<file path="config.mk">
export PLATFORM = sky130hd
export DESIGN_NAME = dtc_timer_unit
export DESIGN_NICKNAME = d
export VERILOG_FILES = /design/src/include/dtc_pkg.sv /design/src/dtc_axil_slave.sv /design/src/dtc_timer_unit.sv
export VERILOG_INCLUDE_DIRS = /design/src /design/src/include
export SDC_FILE = /design/constraint.sdc
export NUM_CORES = 1
export LEC_CHECK = 0
export BUFFER_PORTS_ARGS = -buffer_cell sky130_fd_sc_hd__buf_2
export CAP_MARGIN = 10
export CORE_ASPECT_RATIO = 1.1
export CORE_MARGIN = 4
export CORE_UTILIZATION = 41
export CTS_BUF_LIST = sky130_fd_sc_hd__clkbuf_8 sky130_fd_sc_hd__clkbuf_16
export CTS_CLUSTER_DIAMETER = 200
export DETAILED_ROUTE_END_ITERATION = 6
export GPL_TIMING_DRIVEN = 1
export PLACE_DENSITY = 0.66
export SLEW_MARGIN = 20
export SYNTH_ARGS = -nofsm -noshare
export SYNTH_HDL_FRONTEND = slang
export SYNTH_SLANG_ARGS = --single-unit
</file>
<file path="constraint.sdc">
create_clock -name aclk -period 4.2 [get_ports aclk]
set_input_delay 0.42 -clock aclk [delete_from_list [all_inputs] [get_ports aclk]]
set_output_delay 0.42 -clock aclk [all_outputs]
set_load 0.01 [all_outputs]
</file>
<file path="src/include/dtc_consts.svh">
// register indices, field positions, reset values and cycle counts of the timer unit
`ifndef DTC_CONSTS_SVH
`define DTC_CONSTS_SVH
// register indices; byte address is four times the index
`define DTC_IDX_CTRL   8'h88
`define DTC_IDX_MODE   8'h89
`define DTC_IDX_TL_A   8'h8A
`define DTC_IDX_TL_B   8'h8B
`define DTC_IDX_TH_A   8'h8C
`define DTC_IDX_TH_B   8'h8D
`define DTC_IDX_CFG    8'h8E
`define DTC_IDX_SVC    8'h8F
// control/flag register bit positions
`define DTC_TF_B       7
`define DTC_TR_B       6
`define DTC_TF_A       5
`define DTC_TR_A       4
`define DTC_IE_B       3
`define DTC_IT_B       2
`define DTC_IE_A       1
`define DTC_IT_A       0
// mode register: timer a in [3:0], timer b in [7:4]
`define DTC_MODE_B_LSB 4
// service register bits (write one to acknowledge)
`define DTC_SVC_TF_A   0
`define DTC_SVC_TF_B   1
`define DTC_SVC_IE_A   2
`define DTC_SVC_IE_B   3
// reset values
`define DTC_RST_BYTE   8'h00
// oscillator periods per machine cycle
`define DTC_OSC_PER_MC    4'hC
`define DTC_OSC_PER_MC_SIX 4'h6
// low byte mask that keeps the 13-bit mode's upper bits at zero
`define DTC_MASK_13    8'h1F
`endif

</file>
<file path="src/include/dtc_pkg.sv">
// types shared by the timer unit and its bus slave
package dtc_pkg;
  typedef enum logic [1:0] {
    DTC_MODE_13 = 2'h0,
    DTC_MODE_16 = 2'h1,
    DTC_MODE_8R = 2'h2,
    DTC_MODE_SP = 2'h3
  } dtc_mode_type;
  // one timer's nibble of the mode register
  typedef struct packed {
    logic         gate;
    logic         ct;
    dtc_mode_type mode;
  } dtc_tcfg_type;
  // register write strobe from the bus slave
  typedef struct packed {
    logic       en;
    logic [7:0] idx;
    logic [7:0] data;
  } dtc_wr_type;
endpackage

</file>
<file path="src/dtc_axil_slave.sv">
// AXI4-Lite slave front end turning bus accesses into register strobes
`timescale 1ns/1ps
module dtc_axil_slave #(
  parameter int ADDR_W = 10
) (
  input  wire logic              aclk,
  input  wire logic              aresetn,
  input  wire logic [ADDR_W-1:0] awaddr,
  input  wire logic              awvalid,
  output wire logic              awready,
  input  wire logic [31:0]       wdata,
  input  wire logic [3:0]        wstrb,
  input  wire logic              wvalid,
  output wire logic              wready,
  output      logic [1:0]        bresp,
  output      logic              bvalid,
  input  wire logic              bready,
  input  wire logic [ADDR_W-1:0] araddr,
  input  wire logic              arvalid,
  output wire logic              arready,
  output      logic [31:0]       rdata,
  output      logic [1:0]        rresp,
  output      logic              rvalid,
  input  wire logic              rready,
  output      dtc_pkg::dtc_wr_type wr,
  input  wire logic              wr_hit,
  output wire logic [7:0]        rd_idx,
  input  wire logic [7:0]        rd_data,
  input  wire logic              rd_hit
);
  logic       aw_full;
  logic [7:0] aw_idx;
  logic       w_full;
  logic [7:0] w_data;
  logic       w_lane0;
  logic       do_wr;

  // each channel holds one item until both are present
  assign awready = !aw_full;
  assign wready  = !w_full;
  assign arready = !rvalid;
  assign rd_idx  = araddr[9:2];
  assign do_wr   = aw_full && w_full && !bvalid;
  always_comb begin
    wr = {do_wr && w_lane0, aw_idx, w_data};
  end

  // write address holding
  always_ff @(posedge aclk) begin
    if (!aresetn) begin
      aw_full <= 1'b0;
      aw_idx  <= 8'h00;
    end else if (awvalid && awready) begin
      aw_full <= 1'b1;
      aw_idx  <= awaddr[9:2];
    end else if (do_wr) begin
      aw_full <= 1'b0;
    end
  end

  // write data holding; only byte lane 0 carries register bits
  always_ff @(posedge aclk) begin
    if (!aresetn) begin
      w_full  <= 1'b0;
      w_data  <= 8'h00;
      w_lane0 <= 1'b0;
    end else if (wvalid && wready) begin
      w_full  <= 1'b1;
      w_data  <= wdata[7:0];
      w_lane0 <= wstrb[0];
    end else if (do_wr) begin
      w_full  <= 1'b0;
    end
  end

  // write response; unmapped index answers slverr
  always_ff @(posedge aclk) begin
    if (!aresetn) begin
      bvalid <= 1'b0;
      bresp  <= 2'h0;
    end else if (do_wr) begin
      bvalid <= 1'b1;
      bresp  <= wr_hit ? 2'h0 : 2'h2;
    end else if (bready) begin
      bvalid <= 1'b0;
    end
  end

  // read data captured in the address handshake cycle
  always_ff @(posedge aclk) begin
    if (!aresetn) begin
      rvalid <= 1'b0;
      rdata  <= 32'h0000_0000;
      rresp  <= 2'h0;
    end else if (arvalid && arready) begin
      rvalid <= 1'b1;
      rdata  <= {24'h00_0000, rd_data};
      rresp  <= rd_hit ? 2'h0 : 2'h2;
    end else if (rready) begin
      rvalid <= 1'b0;
    end
  end
endmodule // dtc_axil_slave

</file>
<file path="src/dtc_timer_unit.sv">
// two 16-bit timer/counters with four modes and external interrupt flags
`timescale 1ns/1ps
`include "dtc_consts.svh"
module dtc_timer_unit #(
  parameter int ADDR_W = 10
) (
  input  wire logic              aclk,
  input  wire logic              aresetn,
  input  wire logic [ADDR_W-1:0] s_axi_awaddr,
  input  wire logic              s_axi_awvalid,
  output wire logic              s_axi_awready,
  input  wire logic [31:0]       s_axi_wdata,
  input  wire logic [3:0]        s_axi_wstrb,
  input  wire logic              s_axi_wvalid,
  output wire logic              s_axi_wready,
  output wire logic [1:0]        s_axi_bresp,
  output wire logic              s_axi_bvalid,
  input  wire logic              s_axi_bready,
  input  wire logic [ADDR_W-1:0] s_axi_araddr,
  input  wire logic              s_axi_arvalid,
  output wire logic              s_axi_arready,
  output wire logic [31:0]       s_axi_rdata,
  output wire logic [1:0]        s_axi_rresp,
  output wire logic              s_axi_rvalid,
  input  wire logic              s_axi_rready,
  input  wire logic              count_input_a,
  input  wire logic              count_input_b,
  input  wire logic              ext_irq_a_pin,
  input  wire logic              ext_irq_b_pin,
  output      logic              timer_a_overflow_flag,
  output      logic              timer_b_overflow_flag,
  output      logic              ext_irq_a_edge_flag,
  output      logic              ext_irq_b_edge_flag
);
  dtc_pkg::dtc_wr_type  wr;
  dtc_pkg::dtc_tcfg_type cfg_a;
  dtc_pkg::dtc_tcfg_type cfg_b;
  logic        wr_hit;
  logic        rd_hit;
  logic [7:0]  rd_idx;
  logic [7:0]  rd_data;
  logic [3:0]  pin_s1;
  logic [3:0]  pin_s2;
  logic [1:0]  irq_prev;
  logic [1:0]  irq_fall;
  logic [1:0]  cnt_now;
  logic [1:0]  cnt_prev;
  logic [1:0]  cnt_fall;
  logic [3:0]  presc;
  logic [3:0]  mc_len;
  logic        mc_tick;
  logic        six_clock_cycle_mode;
  logic [7:0]  timer_mode_select;
  logic        timer_a_run;
  logic        timer_b_run;
  logic        ext_irq_a_trigger_type;
  logic        ext_irq_b_trigger_type;
  logic [7:0]  timer_a_count_low;
  logic [7:0]  timer_a_count_high;
  logic [7:0]  timer_b_count_low;
  logic [7:0]  timer_b_count_high;
  logic        inc_a;
  logic        inc_b;
  logic        inc_h;
  logic        split_a;
  logic [16:0] next_a;
  logic [16:0] next_b;
  logic [7:0]  next_th_a;
  logic        hw_tf_a;
  logic        hw_tf_b;
  logic        hw_ie_a;
  logic        hw_ie_b;
  logic        wr_ctrl;
  logic [3:0]  mc_since;
  logic        mc_mode_held;
  logic        wr_svc;
  logic [7:0]  tl_a_mask;
  logic [7:0]  tl_b_mask;

  // bus front end
  dtc_axil_slave #(
    .ADDR_W (ADDR_W)
  ) u_bus (
    .aclk    (aclk),
    .aresetn (aresetn),
    .awaddr  (s_axi_awaddr),
    .awvalid (s_axi_awvalid),
    .awready (s_axi_awready),
    .wdata   (s_axi_wdata),
    .wstrb   (s_axi_wstrb),
    .wvalid  (s_axi_wvalid),
    .wready  (s_axi_wready),
    .bresp   (s_axi_bresp),
    .bvalid  (s_axi_bvalid),
    .bready  (s_axi_bready),
    .araddr  (s_axi_araddr),
    .arvalid (s_axi_arvalid),
    .arready (s_axi_arready),
    .rdata   (s_axi_rdata),
    .rresp   (s_axi_rresp),
    .rvalid  (s_axi_rvalid),
    .rready  (s_axi_rready),
    .wr      (wr),
    .wr_hit  (wr_hit),
    .rd_idx  (rd_idx),
    .rd_data (rd_data),
    .rd_hit  (rd_hit)
  );

  // mode register split into per-timer fields
  assign cfg_a = timer_mode_select[3:0];
  assign cfg_b = timer_mode_select[7:4];
  assign split_a = cfg_a.mode == dtc_pkg::DTC_MODE_SP;
  assign wr_ctrl = wr.en && (wr.idx == `DTC_IDX_CTRL);
  assign wr_svc  = wr.en && (wr.idx == `DTC_IDX_SVC);
  assign wr_hit  = (wr.idx >= `DTC_IDX_CTRL) && (wr.idx <= `DTC_IDX_SVC);
  assign rd_hit  = (rd_idx >= `DTC_IDX_CTRL) && (rd_idx <= `DTC_IDX_SVC);

  // two-stage synchronisers for count and interrupt pins
  always_ff @(posedge aclk) begin
    if (!aresetn) begin
      pin_s1 <= 4'hF;
      pin_s2 <= 4'hF;
    end else begin
      pin_s1 <= {ext_irq_b_pin, ext_irq_a_pin, count_input_b, count_input_a};
      pin_s2 <= pin_s1;
    end
  end

  // machine cycle prescaler, twelve or six clocks
  assign mc_len  = six_clock_cycle_mode ? `DTC_OSC_PER_MC_SIX : `DTC_OSC_PER_MC;
  assign mc_tick = presc >= (mc_len - 4'h1);
  always_ff @(posedge aclk) begin
    if (!aresetn) begin
      presc <= 4'h0;
    end else begin
      presc <= mc_tick ? 4'h0 : presc + 4'h1;
    end
  end

  // count inputs sampled once per machine cycle; edge seen over two samples
  always_ff @(posedge aclk) begin
    if (!aresetn) begin
      cnt_now  <= 2'h3;
      cnt_prev <= 2'h3;
    end else if (mc_tick) begin
      cnt_now  <= pin_s2[1:0];
      cnt_prev <= cnt_now;
    end
  end
  assign cnt_fall = {2{mc_tick}} & cnt_prev & ~cnt_now;

  // interrupt pin falling edge detection
  always_ff @(posedge aclk) begin
    if (!aresetn) begin
      irq_prev <= 2'h3;
    end else begin
      irq_prev <= pin_s2[3:2];
    end
  end
  assign irq_fall = irq_prev & ~pin_s2[3:2];

  // count enables: run, gate and timer/counter select
  assign inc_a = timer_a_run && (!cfg_a.gate || pin_s2[2])
                 && (cfg_a.ct ? cnt_fall[0] : mc_tick);
  assign inc_b = timer_b_run && (!cfg_b.gate || pin_s2[3])
                 && (cfg_b.mode != dtc_pkg::DTC_MODE_SP)
                 && (cfg_b.ct ? cnt_fall[1] : mc_tick);
  assign inc_h = split_a && timer_b_run && mc_tick;

  // one count step for a timer: returns {overflow, high, low}
  function automatic logic [16:0] step(
    input dtc_pkg::dtc_mode_type mode,
    input logic [7:0]            th,
    input logic [7:0]            tl,
    input logic                  inc
  );
    logic [13:0] s13;
    logic [16:0] s16;
    logic [8:0]  s8;
    s13  = {1'b0, th, tl[4:0]} + 14'h0001;
    s16  = {1'b0, th, tl} + 17'h00001;
    s8   = {1'b0, tl} + 9'h001;
    step = {1'b0, th, tl};
    if (inc) begin
      case (mode)
        dtc_pkg::DTC_MODE_13: step = {s13[13], s13[12:5], 3'h0, s13[4:0]};
        dtc_pkg::DTC_MODE_16: step = s16;
        dtc_pkg::DTC_MODE_8R: step = s8[8] ? {1'b1, th, th} : {1'b0, th, s8[7:0]};
        default:              step = {s8[8], th, s8[7:0]};
      endcase
    end
  endfunction

  // next counts and hardware overflow and interrupt pin events
  assign next_a    = step(cfg_a.mode, timer_a_count_high, timer_a_count_low, inc_a);
  assign next_b    = step(cfg_b.mode, timer_b_count_high, timer_b_count_low, inc_b);
  assign next_th_a = !split_a ? next_a[15:8]
                   : timer_a_count_high + {7'h00, inc_h};
  assign hw_tf_a   = next_a[16];
  assign hw_tf_b   = split_a ? (inc_h && (&timer_a_count_high)) : next_b[16];
  assign hw_ie_a   = ext_irq_a_trigger_type ? irq_fall[0] : !pin_s2[2];
  assign hw_ie_b   = ext_irq_b_trigger_type ? irq_fall[1] : !pin_s2[3];

  // a write to a 13-bit low byte keeps the upper three bits clear
  assign tl_a_mask = (cfg_a.mode == dtc_pkg::DTC_MODE_13) ? `DTC_MASK_13 : 8'hFF;
  assign tl_b_mask = (cfg_b.mode == dtc_pkg::DTC_MODE_13) ? `DTC_MASK_13 : 8'hFF;

  // count registers: software writes override the step
  always_ff @(posedge aclk) begin
    if (!aresetn) begin
      timer_a_count_low  <= `DTC_RST_BYTE;
      timer_a_count_high <= `DTC_RST_BYTE;
      timer_b_count_low  <= `DTC_RST_BYTE;
      timer_b_count_high <= `DTC_RST_BYTE;
    end else begin
      timer_a_count_low  <= (wr.en && wr.idx == `DTC_IDX_TL_A)
                            ? (wr.data & tl_a_mask) : next_a[7:0];
      timer_a_count_high <= (wr.en && wr.idx == `DTC_IDX_TH_A) ? wr.data : next_th_a;
      timer_b_count_low  <= (wr.en && wr.idx == `DTC_IDX_TL_B)
                            ? (wr.data & tl_b_mask) : next_b[7:0];
      timer_b_count_high <= (wr.en && wr.idx == `DTC_IDX_TH_B) ? wr.data : next_b[15:8];
    end
  end

  // software-only control: mode, run, trigger types, cycle mode
  always_ff @(posedge aclk) begin
    if (!aresetn) begin
      timer_mode_select      <= `DTC_RST_BYTE;
      timer_a_run            <= 1'b0;
      timer_b_run            <= 1'b0;
      ext_irq_a_trigger_type <= 1'b0;
      ext_irq_b_trigger_type <= 1'b0;
      six_clock_cycle_mode   <= 1'b0;
    end else begin
      if (wr.en && wr.idx == `DTC_IDX_MODE) begin
        timer_mode_select <= wr.data;
      end
      if (wr_ctrl) begin
        timer_a_run            <= wr.data[`DTC_TR_A];
        timer_b_run            <= wr.data[`DTC_TR_B];
        ext_irq_a_trigger_type <= wr.data[`DTC_IT_A];
        ext_irq_b_trigger_type <= wr.data[`DTC_IT_B];
      end
      if (wr.en && wr.idx == `DTC_IDX_CFG) begin
        six_clock_cycle_mode <= wr.data[0];
      end
    end
  end

  // flag update: hardware set wins over software write and service clear
  function automatic logic flag_next(
    input logic cur,
    input logic hw,
    input logic sw_wr,
    input logic sw_val,
    input logic svc
  );
    flag_next = hw || (!svc && (sw_wr ? sw_val : cur));
  endfunction

  // sticky flags
  always_ff @(posedge aclk) begin
    if (!aresetn) begin
      timer_a_overflow_flag <= 1'b0;
      timer_b_overflow_flag <= 1'b0;
      ext_irq_a_edge_flag   <= 1'b0;
      ext_irq_b_edge_flag   <= 1'b0;
    end else begin
      timer_a_overflow_flag <= flag_next(timer_a_overflow_flag, hw_tf_a, wr_ctrl,
        wr.data[`DTC_TF_A], wr_svc && wr.data[`DTC_SVC_TF_A]);
      timer_b_overflow_flag <= flag_next(timer_b_overflow_flag, hw_tf_b, wr_ctrl,
        wr.data[`DTC_TF_B], wr_svc && wr.data[`DTC_SVC_TF_B]);
      ext_irq_a_edge_flag   <= flag_next(ext_irq_a_edge_flag, hw_ie_a, wr_ctrl,
        wr.data[`DTC_IE_A], wr_svc && wr.data[`DTC_SVC_IE_A]);
      ext_irq_b_edge_flag   <= flag_next(ext_irq_b_edge_flag, hw_ie_b, wr_ctrl,
        wr.data[`DTC_IE_B], wr_svc && wr.data[`DTC_SVC_IE_B]);
    end
  end

  // read mux
  always_comb begin
    case (rd_idx)
      `DTC_IDX_CTRL: rd_data = {timer_b_overflow_flag, timer_b_run,
                                timer_a_overflow_flag, timer_a_run,
                                ext_irq_b_edge_flag, ext_irq_b_trigger_type,
                                ext_irq_a_edge_flag, ext_irq_a_trigger_type};
      `DTC_IDX_MODE: rd_data = timer_mode_select;
      `DTC_IDX_TL_A: rd_data = timer_a_count_low;
      `DTC_IDX_TL_B: rd_data = timer_b_count_low;
      `DTC_IDX_TH_A: rd_data = timer_a_count_high;
      `DTC_IDX_TH_B: rd_data = timer_b_count_high;
      `DTC_IDX_CFG:  rd_data = {7'h00, six_clock_cycle_mode};
      default:       rd_data = 8'h00;
    endcase
  end

  // checker helper: clocks since the last tick, and whether the cycle mode held all along
  always_ff @(posedge aclk) begin
    if (!aresetn) begin
      mc_since     <= 4'h0;
      mc_mode_held <= 1'b0;
    end else begin
      mc_since     <= mc_tick ? 4'h0 : mc_since + 4'h1;
      mc_mode_held <= mc_tick || (mc_mode_held && !(wr.en && wr.idx == `DTC_IDX_CFG));
    end
  end
endmodule // dtc_timer_unit

</file>
Word-level counts from Yosys, hierarchy flattened
Cells that the tools add are included.
Storage, ports and cells
  register bits: 100
  latch bits: 0
  RAM bits: 0
  memory bits (read-only): 0
  input bits: 67
  output and inout port bits: 45
  word-level logic and storage cells: 174
  memories kept: 0
Cells by class
  $add $sub $neg: 9
  multipliers: 0
  div/mod/pow operators: 0
  magnitude comparators: 5
  equal/unequal tests: 23
  shift-type cells: 0
  muxes and demuxes: 33
  bitwise logic cells: 8
  reduce and logical (&&, ||, !) cells: 66
Operator list (number)
  $eq 8x8->1 const B: 15
  $pmux 17 s3: 2
  $mux 17: 4
  $mux 8: 7
  $pmux 8 s7: 1
  $add 16x1->17 const B: 2
  $logic_and 1x1->1: 32
  $add 13x1->14 const B: 2
  $add 8x1->9 const B: 2
  $and 8x8->8: 2
  $ge 8x8->1 const B: 2
  $le 8x8->1 const B: 2
  $mux 1: 16
  $reduce_bool 2->1: 7
  $logic_not 1->1: 12
  $add 8x1->8: 1
  $reduce_and 8->1: 1
  $and 2x2->2: 3
  $eq 2x2->1 const B: 3
  $logic_or 1x1->1: 6
  $reduce_and 3->1: 2
  $reduce_bool 3->1: 2
  $add 4x1->4 const B: 1
  $eq 2x1->1 const B: 2
  11 further kinds: 15

Depth between registers and ports, before layout
Gate-level depths: netlist of the first run.
  depth in word-level cells: 10
  gate-level depth with buffers: 13
  depth with buffers taken out: 12

Hierarchy
From an unflattened synthesis of the first run, not the netlist that was laid out.
Second synthesis, totals
  cell total of the unflattened synthesis: 738
  area, all modules: 6045.8 um^2
By module, submodules not included
  dtc_timer_unit: instances 1, cells an instance 574, area each 4596.9 um^2, sequential area each 1341.3 um^2
  dtc_axil_slave: instances 1, cells an instance 164, area each 1448.9 um^2, sequential area each 620.6 um^2

Least setup slack after synthesis of the first run
OpenSTA, ideal clock, no wires.
  path kind: register to register
  start point: register six_clock_cycle_mode
  end point: register timer_a_count_high[1]
  setup time: 0.075 ns
  arrival time: 2.310 ns
  required time: 4.125 ns
  setup slack: 1.815 ns
  stages on the path, launching flop included: 11
  path buffers: 1
  cell sequence: dfxtp_1 > ha_1 > a21oi_1 > o21a_1 > clkbuf_1 > nor3_1 > ha_1 > ha_1 > o21ai_0 > or3b_2 > o22ai_1
Between the ends
  word-level cells in the longest chain between the ends: 9
RTL lines
  start, declared: line dtc_timer_unit.sv:52  | logic six_clock_cycle_mode;
  start signal, assigned: line dtc_timer_unit.sv:246  | six_clock_cycle_mode <= wr.data[0];
  $mux 4 (no source line) (*)
  $sub 4x1->4 (*): line dtc_timer_unit.sv:132  | assign mc_tick = presc >= (mc_len - 4'h1);
  $ge 4x4->1 (*): line dtc_timer_unit.sv:132
  parallel branches: the longest is 6 deep, another holds $add 8x1->8
  end signal, assigned: line dtc_timer_unit.sv:213  | timer_a_count_high <= `DTC_RST_BYTE;
  end signal, assigned: line dtc_timer_unit.sv:219  | timer_a_count_high <= (wr.en && wr.idx == `DTC_IDX_TH_A) ? wr.data : next_th_a;
  end, declared: line dtc_timer_unit.sv:59  | logic [7:0] timer_a_count_high;
Every way passes the cells marked *.
A chain may end at the register's enable or synchronous reset.

Final worst setup path of the first run
Ends and elaborated chain as after synthesis.

==> results of run 1 <==
-- per-stage QoR --
stage	hold WS [ns]	util [%]	total power, uW	setup WS [ns]	instances
2_1_floorplan	0.386	-	1090	1.82	710
3_3_place_gp	0.393	44.1	1120	1.51	884
3_5_place_dp	0.394	44.1	1120	1.48	884
4_1_cts	0.237	46.2	1890	1.48	899
5_1_grt	0.254	46.2	1940	1.26	899
6_report	0.251	46.2	1870	1.42	899
-- worst register-to-register path, cell delays in order (launching register included) --
cell and delay, ns:
dfxtp_1 0.46, ha_1 0.30, a21oi_1 0.18, o21a_1 0.43, nor3_1 0.14, ha_1 0.24
ha_1 0.27, o21ai_0 0.07, or3b_2 0.50, o22ai_1 0.11
-- power groups by stage --
stage / registers, uW / clock network (uW) / logic (uW)
floorplan: 987 / 0 / 107
global placement: 999 / 0 / 120
detailed placement: 1000 / 0 / 123
CTS: 979 / 790 / 124
global route: 982 / 820 / 139
finish: 979 / 764 / 124
-- worst paths after layout --
check / startpoint / endpoint / slack [ns] / depth (start not counted)
min reg2reg: pin_s1[0] / pin_s2[0] / 0.41 / 1
max reg2reg: six_clock_cycle_mode / timer_a_count_high[1] / 1.42 / 9
max: six_clock_cycle_mode / timer_a_count_high[1] / 1.42 / 9
min: count_input_b / pin_s1[1] / 0.25 / 2
-- layout by cell type, fill, tap and decap left out, types with 4 or more instances in the layout --
cell	Yosys	final
nand4_1	12	12
buf_4	27	4
o21ai_0	51	51
and2_1	5	5
nand2_1	83	83
nor3_1	13	13
nand3_1	22	22
xor2_1	10	10
o211ai_1	12	12
a211oi_1	6	6
a21boi_0	9	9
a31oi_1	4	4
nand2b_1	15	15
nor4_1	8	8
nor2_1	31	31
clkbuf_16	0	9
xnor2_1	13	13
or3_1	4	4
and3_1	7	7
o22ai_1	6	6
buf_2	1	54
conb_1	1	26
ha_1	8	8
a22oi_1	10	10
inv_1	21	22
a21oi_1	34	34
dfxtp_1	98	98
or2_2	5	5
nor2b_1	32	32
mux2i_1	37	37
-- cell type report --
type,count,area [um2]
fillers,1319,7140
multi-input cells,523,3280
flip-flops and latches,98,1960
repair buffers,58,300
clock buffers,10,239
well taps,184,230
inverters,21,78.8
clock inverters,5,32.5
-- sequential cells by signal (all words and copies together), names as in the netlist, 2 cells and up --
name and flops:
timer_a_count_high 8, timer_a_count_low 8, timer_b_count_high 8, timer_b_count_low 8, timer_mode_select 8, u_bus.aw_idx 8, u_bus.rdata 8, u_bus.w_data 8
pin_s1 4, pin_s2 4, presc 4, cnt_now 2, cnt_prev 2, irq_prev 2
-- metal layers --
metal  up-vias  GRT usage (%)  wire length [um]
met5         -              0                 0
met4         0           7.95               363
met2       208           31.7              6940
met3        22           3.14              1140
met1      2302           25.4              6640
li1       2436              -                 -
-- kinds of logic (layout without fill, tap and decap cells) --
group                      Yosys count  after routing  synth area share (%)
adders and majority gates            8              8                  1.79
buffers and inverters               89             94                  7.98
and+or+nand+nor                    259            259                  24.8
other                                1             26                0.0670
muxes                               42             42                  7.96
AOI/OAI and AO/OA                  165            165                  18.8
DFF                                 98             98                  35.0
xor gates and xnor gates            23             23                  3.60
==> flow_summary.toml, run 1 <==
[yosys]
ys_types = 72
synth_common_cells = "98 x dfxtp_1, 83 x nand2_1, 51 x o21ai_0"
synth_area_leaders = "dfxtp_1 35%, mux2i_1 6.6%, nand2_1 5.6%, o21ai_0 4.6%, buf_4 3.6%"
synthesis.area_mm2 = 0.00560
yosysMostFrequentCell = "dfxtp_1"
synth_cells = 685
synth-main-ff-cell = "dfxtp_1"
avgSynthCellArea_um2 = 8.17
ys_ff_latch = 98
async_flop_share_pct = 0
synth_edf_count = 0
synth_top_area_cell = "dfxtp_1"
synthDominantCellAreaShare_pct = 35.0
ys_seq_area_share_pct = 35.0
yosys_warnings = 0

[critical_path]
critPathSlowestCell = "or3b_2"
crit_path_end_kind = "flip-flop"
worstPathArrival_ns = 3.05
crit_type = "reg2reg"
cpPeakStageDelay_ns = 0.50
critPathMaxFanout = 11
path_cells = "ha_1 > a21oi_1 > o21a_1 > nor3_1 > ha_1 > ha_1 > o21ai_0 > or3b_2 > o22ai_1"
required_ns = 4.47
crit_family = "adder cells"
cp-start-kind = "flip-flop"
crit_buf_inv = 0
crit_path_frequent_cell = "ha_1"

[layout]
fin_area_mm2 = 0.00613
diodes = 0
layout-drive-gt1-share_pct = 12.9
nets = 786
area_delta_synth_final_pct = 9.43

[clock_network]
htree_levels = 3
cts_hold_buffers = 0
cts_setup_buffers = 0
clockBufferDepth = 2
postCtsResizedCells = 0
clk_pin_slew_ns = 0.06
cts-root-buf = "clkbuf_16"
cts_buffers = 9
cts_tree = "built"
clkSinkCount = 98
clk_latency_ns = 0.35

[flow_run]
maxCapViolations = 0

[global_route]
antenna_found_initial = 0
grt_max_degree = 49
grt_first_pass_wirelength_mm = 24.0
gr-usage-all-layers_pct = 19.3
grt_pass1_vias = 4660
grt_overflow = 0

[timing]
grt_setup_unrepaired = "no"
finalClockSkew_ns = 0.00623
tns_ns = 0
drv_slew = 0
period_needed_ns = 2.78
fmax_mhz = 360
setup_viol = 0
fin_crit_sh_pct = 66.2
tightest_slew_ns = 0.904
finalHoldViolCount = 0
slew_headroom_pct = 39.2

[floorplan]
die_area_mm2 = 0.0156
start_util_pct = 42.2
core_area_mm2 = 0.0133
rows = 44
io_pins = 112
die_x_um = 119
die_y_um = 131

[power]
p_per_area_mw_per_mm2 = 305
combPwrFrac_pct = 6.6
power_frac_clock_pct = 40.9
vdd_drop_max_mv = 0.246
pwr-share-seq_pct = 52.5
p_int_uw = 1410
p_sw_uw = 453
switching_share_pct = 24.3
leakage_uw = 0.00218

[routing]
drtIter0Drc = 345
wl_per_cell_um = 16.8
ant_nets = 0
route.detailed.drc = 0
routed_via_density = 5.53
wirelength_mm = 15.1
first_pass_iters = 5
vias = 4968

[outcome]
status = "complete, no violations"

[placement]
port_buffers = 54
gp_congestion = 0.913
post_dp_cell_area_mm2 = 0.00586
dp_hpwl_mm = 10.9

[worst_hold_path]
min_path_type = "in2reg"
(Power assumes the default switching activity.)
==> inputs of run 2 (changes only) <==
--- a/config.mk
+++ b/config.mk
@@ -6,6 +6,7 @@
 export SDC_FILE = /design/constraint.sdc
 export NUM_CORES = 1
 export LEC_CHECK = 0
+export ABC_AREA = 1
 export BUFFER_PORTS_ARGS = -buffer_cell sky130_fd_sc_hd__buf_2
 export CAP_MARGIN = 10
 export CORE_ASPECT_RATIO = 1.1
@@ -15,7 +16,7 @@
 export CTS_CLUSTER_DIAMETER = 200
 export DETAILED_ROUTE_END_ITERATION = 6
 export GPL_TIMING_DRIVEN = 1
-export PLACE_DENSITY = 0.66
+export PLACE_DENSITY = 0.68
 export SLEW_MARGIN = 20
 export SYNTH_ARGS = -nofsm -noshare
 export SYNTH_HDL_FRONTEND = slang
==> constraint.sdc (replaced) <==
create_clock -name aclk -period 2.4 [get_ports aclk]
set_input_delay 0.24 -clock aclk [delete_from_list [all_inputs] [get_ports aclk]]
set_output_delay 0.24 -clock aclk [all_outputs]
set_load 0.01 [all_outputs]
==> run 2 against run 1 <==
Via count is 39% higher; wire length is 33% higher; final cell count is 46% higher; total power is 83% higher; sequential cell count stayed put; hold slack worse by 0.20 ns; clock skew is 0.0026 ns higher; count of clock-buffer cells in the layout is 1 lower; non-clock buffer count is 8 higher; the run now ends with DRC left.
==> flow_summary.toml, run 2 <==
[outcome]
violations = "DRC"
status = "finished, violations left"

[critical_path]
crit_type = "reg2reg"
worstPathArrival_ns = 2.50
cpPeakStageDelay_ns = 0.36
crit_buf_inv = 6
crit_path_frequent_cell = "inv_1"
r2r-start = "six_clock_cycle_mode"
reg2reg_to = "timer_a_count_high[7]"
rr_worst_depth = 18
critPathSlowestCell = "dfxtp_2"
cp-start-kind = "flip-flop"
crit_path_end_kind = "flip-flop"
critPathMaxFanout = 4
rrSetupSlack_ns = 0.20
crit_family = "simple AND/OR/NAND/NOR gates"
required_ns = 2.70
path_cells = "inv_1 > ha_1 > nand2_1 > inv_1 > nand2_1 > nand2_2 > inv_1 > nor3_2 > buf_4 > ha_4 > inv_1 > nor2_2 > nand2_1 > a21oi_1 > o21ai_0 > inv_1 > nor2_1 > a21oi_1"

[floorplan]
start_util_pct = 41.9
io_pins = 112
die_area_mm2 = 0.0182
die_x_um = 129
rows = 48
core_area_mm2 = 0.0157
die_y_um = 141

[timing]
fmax_mhz = 454
tns_ns = 0
finalClockSkew_ns = 0.00884
grt_setup_unrepaired = "no"
whs_ns = 0.0549
finalHoldViolCount = 0
period_needed_ns = 2.20
tightest_slew_ns = 0.711
drv_slew = 0
setup_viol = 0
fin_crit_sh_pct = 91.8
slew_headroom_pct = 52.6

[layout]
multi_input_area_mm2 = 0.00397
fillers = 1681
diodes = 0
layout-drive-gt1-share_pct = 14.2
final_common_cell = "nand2_1"
area_delta_synth_final_pct = 11.0
mostFrequentLayoutCells = "241 x nand2_1, 148 x nor2_1, 122 x nand3_1, 115 x inv_1, 97 x dfxtp_1"
nets = 1185
fin_util_pct = 46.5
instances_no_fill = 1315
seq_area_mm2 = 0.00196

[placement]
dp_cells = 1299
gp_congestion = 0.927
dp_hpwl_mm = 15.3
port_buffers = 54

[clock_network]
clk_pin_slew_ns = 0.08
htree_levels = 3
cts-root-buf = "clkbuf_16"
cts_tree = "built"
clockBufferDepth = 2
clkSinkCount = 98
postCtsResizedCells = 0
clk_latency_ns = 0.36
cts_setup_buffers = 0
cts_hold_buffers = 0
cts_buffers = 9

[yosys]
ys_seq_area_share_pct = 29.8
yosys_warnings = 0
synth_edf_count = 0
synth_top_area_cell = "dfxtp_1"
async_flop_share_pct = 0
synthDominantCellAreaShare_pct = 29.8
avgSynthCellArea_um2 = 6.22
synth-main-ff-cell = "dfxtp_1"
synth_common_cells = "241 x nand2_1, 149 x nor2_1, 122 x nand3_1"
synthesis.area_mm2 = 0.00659
yosysMostFrequentCell = "nand2_1"
ys_ff_latch = 98
synth_cells = 1059
ys_types = 44
synth_area_leaders = "dfxtp_1 30%, nand2_1 14%, nand3_1 9.3%, nor2_1 8.5%, o21ai_0 6.6%"

[global_route]
grt_max_degree = 55
antenna_found_initial = 0
grt_overflow = 0
gr-usage-all-layers_pct = 21.9
grt_pass1_vias = 6133
grt_first_pass_wirelength_mm = 31.6

[routing]
routed_via_density = 5.24
wl_per_cell_um = 15.3
wirelength_mm = 20.1
ant_nets = 0
vias = 6888
route.detailed.drc = 1
drtIter0Drc = 645
first_pass_iters = 7

[worst_hold_path]
hold_depth = 2
hold_end = "pin_s1[1]"
min_path_type = "in2reg"
min_from = "count_input_b"

[power]
p_total_uw = 3410
leakage_uw = 0.00323
vdd_drop_max_mv = 0.383
p_per_area_mw_per_mm2 = 466

[flow_run]
maxCapViolations = 0
## run 2: worst max-delay path by stage
stage	depth (start not counted)	from	endpoint	slack, ns
final	18	six_clock_cycle_mode	timer_a_count_high[7]	0.20
after global routing	18	six_clock_cycle_mode	timer_a_count_high[7]	0.01
after CTS	16	six_clock_cycle_mode	timer_a_count_high[6]	0.02
after detailed placement	16	six_clock_cycle_mode	timer_a_count_high[6]	0.05
after global placement	16	six_clock_cycle_mode	timer_a_count_high[6]	0.08
after floorplan	15	six_clock_cycle_mode	timer_a_count_high[6]	0.11
## run 2: worst reg2reg max path: stages, from the launching register on
cell     delay [ns]
dfxtp_2        0.36
inv_1          0.06
ha_1           0.27
nand2_1        0.05
inv_1          0.04
nand2_1        0.07
nand2_2        0.07
inv_1          0.06
nor3_2         0.15
buf_4          0.16
ha_4           0.15
inv_1          0.06
nor2_2         0.12
nand2_1        0.08
a21oi_1        0.12
o21ai_0        0.10
inv_1          0.06
nor2_1         0.04
a21oi_1        0.13
## run 2: report_power, final
part           switching, uW  internal [uW]
Clock                    726            737
Combinational            152           72.2
Sequential              57.5           1670
Total                    935           2480
## run 2: metrics by stage
stage                     instance area (um2)  worst slack [ns]
after floorplan                          6690             0.114
after global placement                   6980            0.0825
after detailed placement                 6980            0.0523
after CTS                                7270            0.0247
after global routing                     7320            0.0117
final                                    7320             0.198
## run 2: routing by layer
metal	track usage [%]	wire [um]	share of wire [%]	vias up
met4	8.62	637	3.2	0
met1	29.4	8630	43	3097
met5	0	0	0	-
met3	3.26	1460	7.3	42
li1	-	-	-	3470
met2	35.2	9330	47	279
## run 2: logic make-up (layout without fill, tap and decap cells)
group	after synthesis	count (layout)	synth area share (%)
simple gates	591	591	41.2
compound gates	176	176	14.0
buf+inv	175	206	12.1
other cells	1	26	0.0569
flops	98	98	29.8
fa+ha+maj	8	8	1.52
xor+xnor	10	10	1.33
## run 2: layout make-up
| type | instances | area share, % |
|---|---|---|
| multi-input combinational | 811 | 54.2 |
| sequential | 98 | 26.8 |
| inverter | 124 | 6.51 |
| timing repair buffer | 66 | 4.92 |
| tap | 200 | 3.42 |
| clock buffer | 9 | 3.08 |
| clock inverter | 7 | 0.992 |
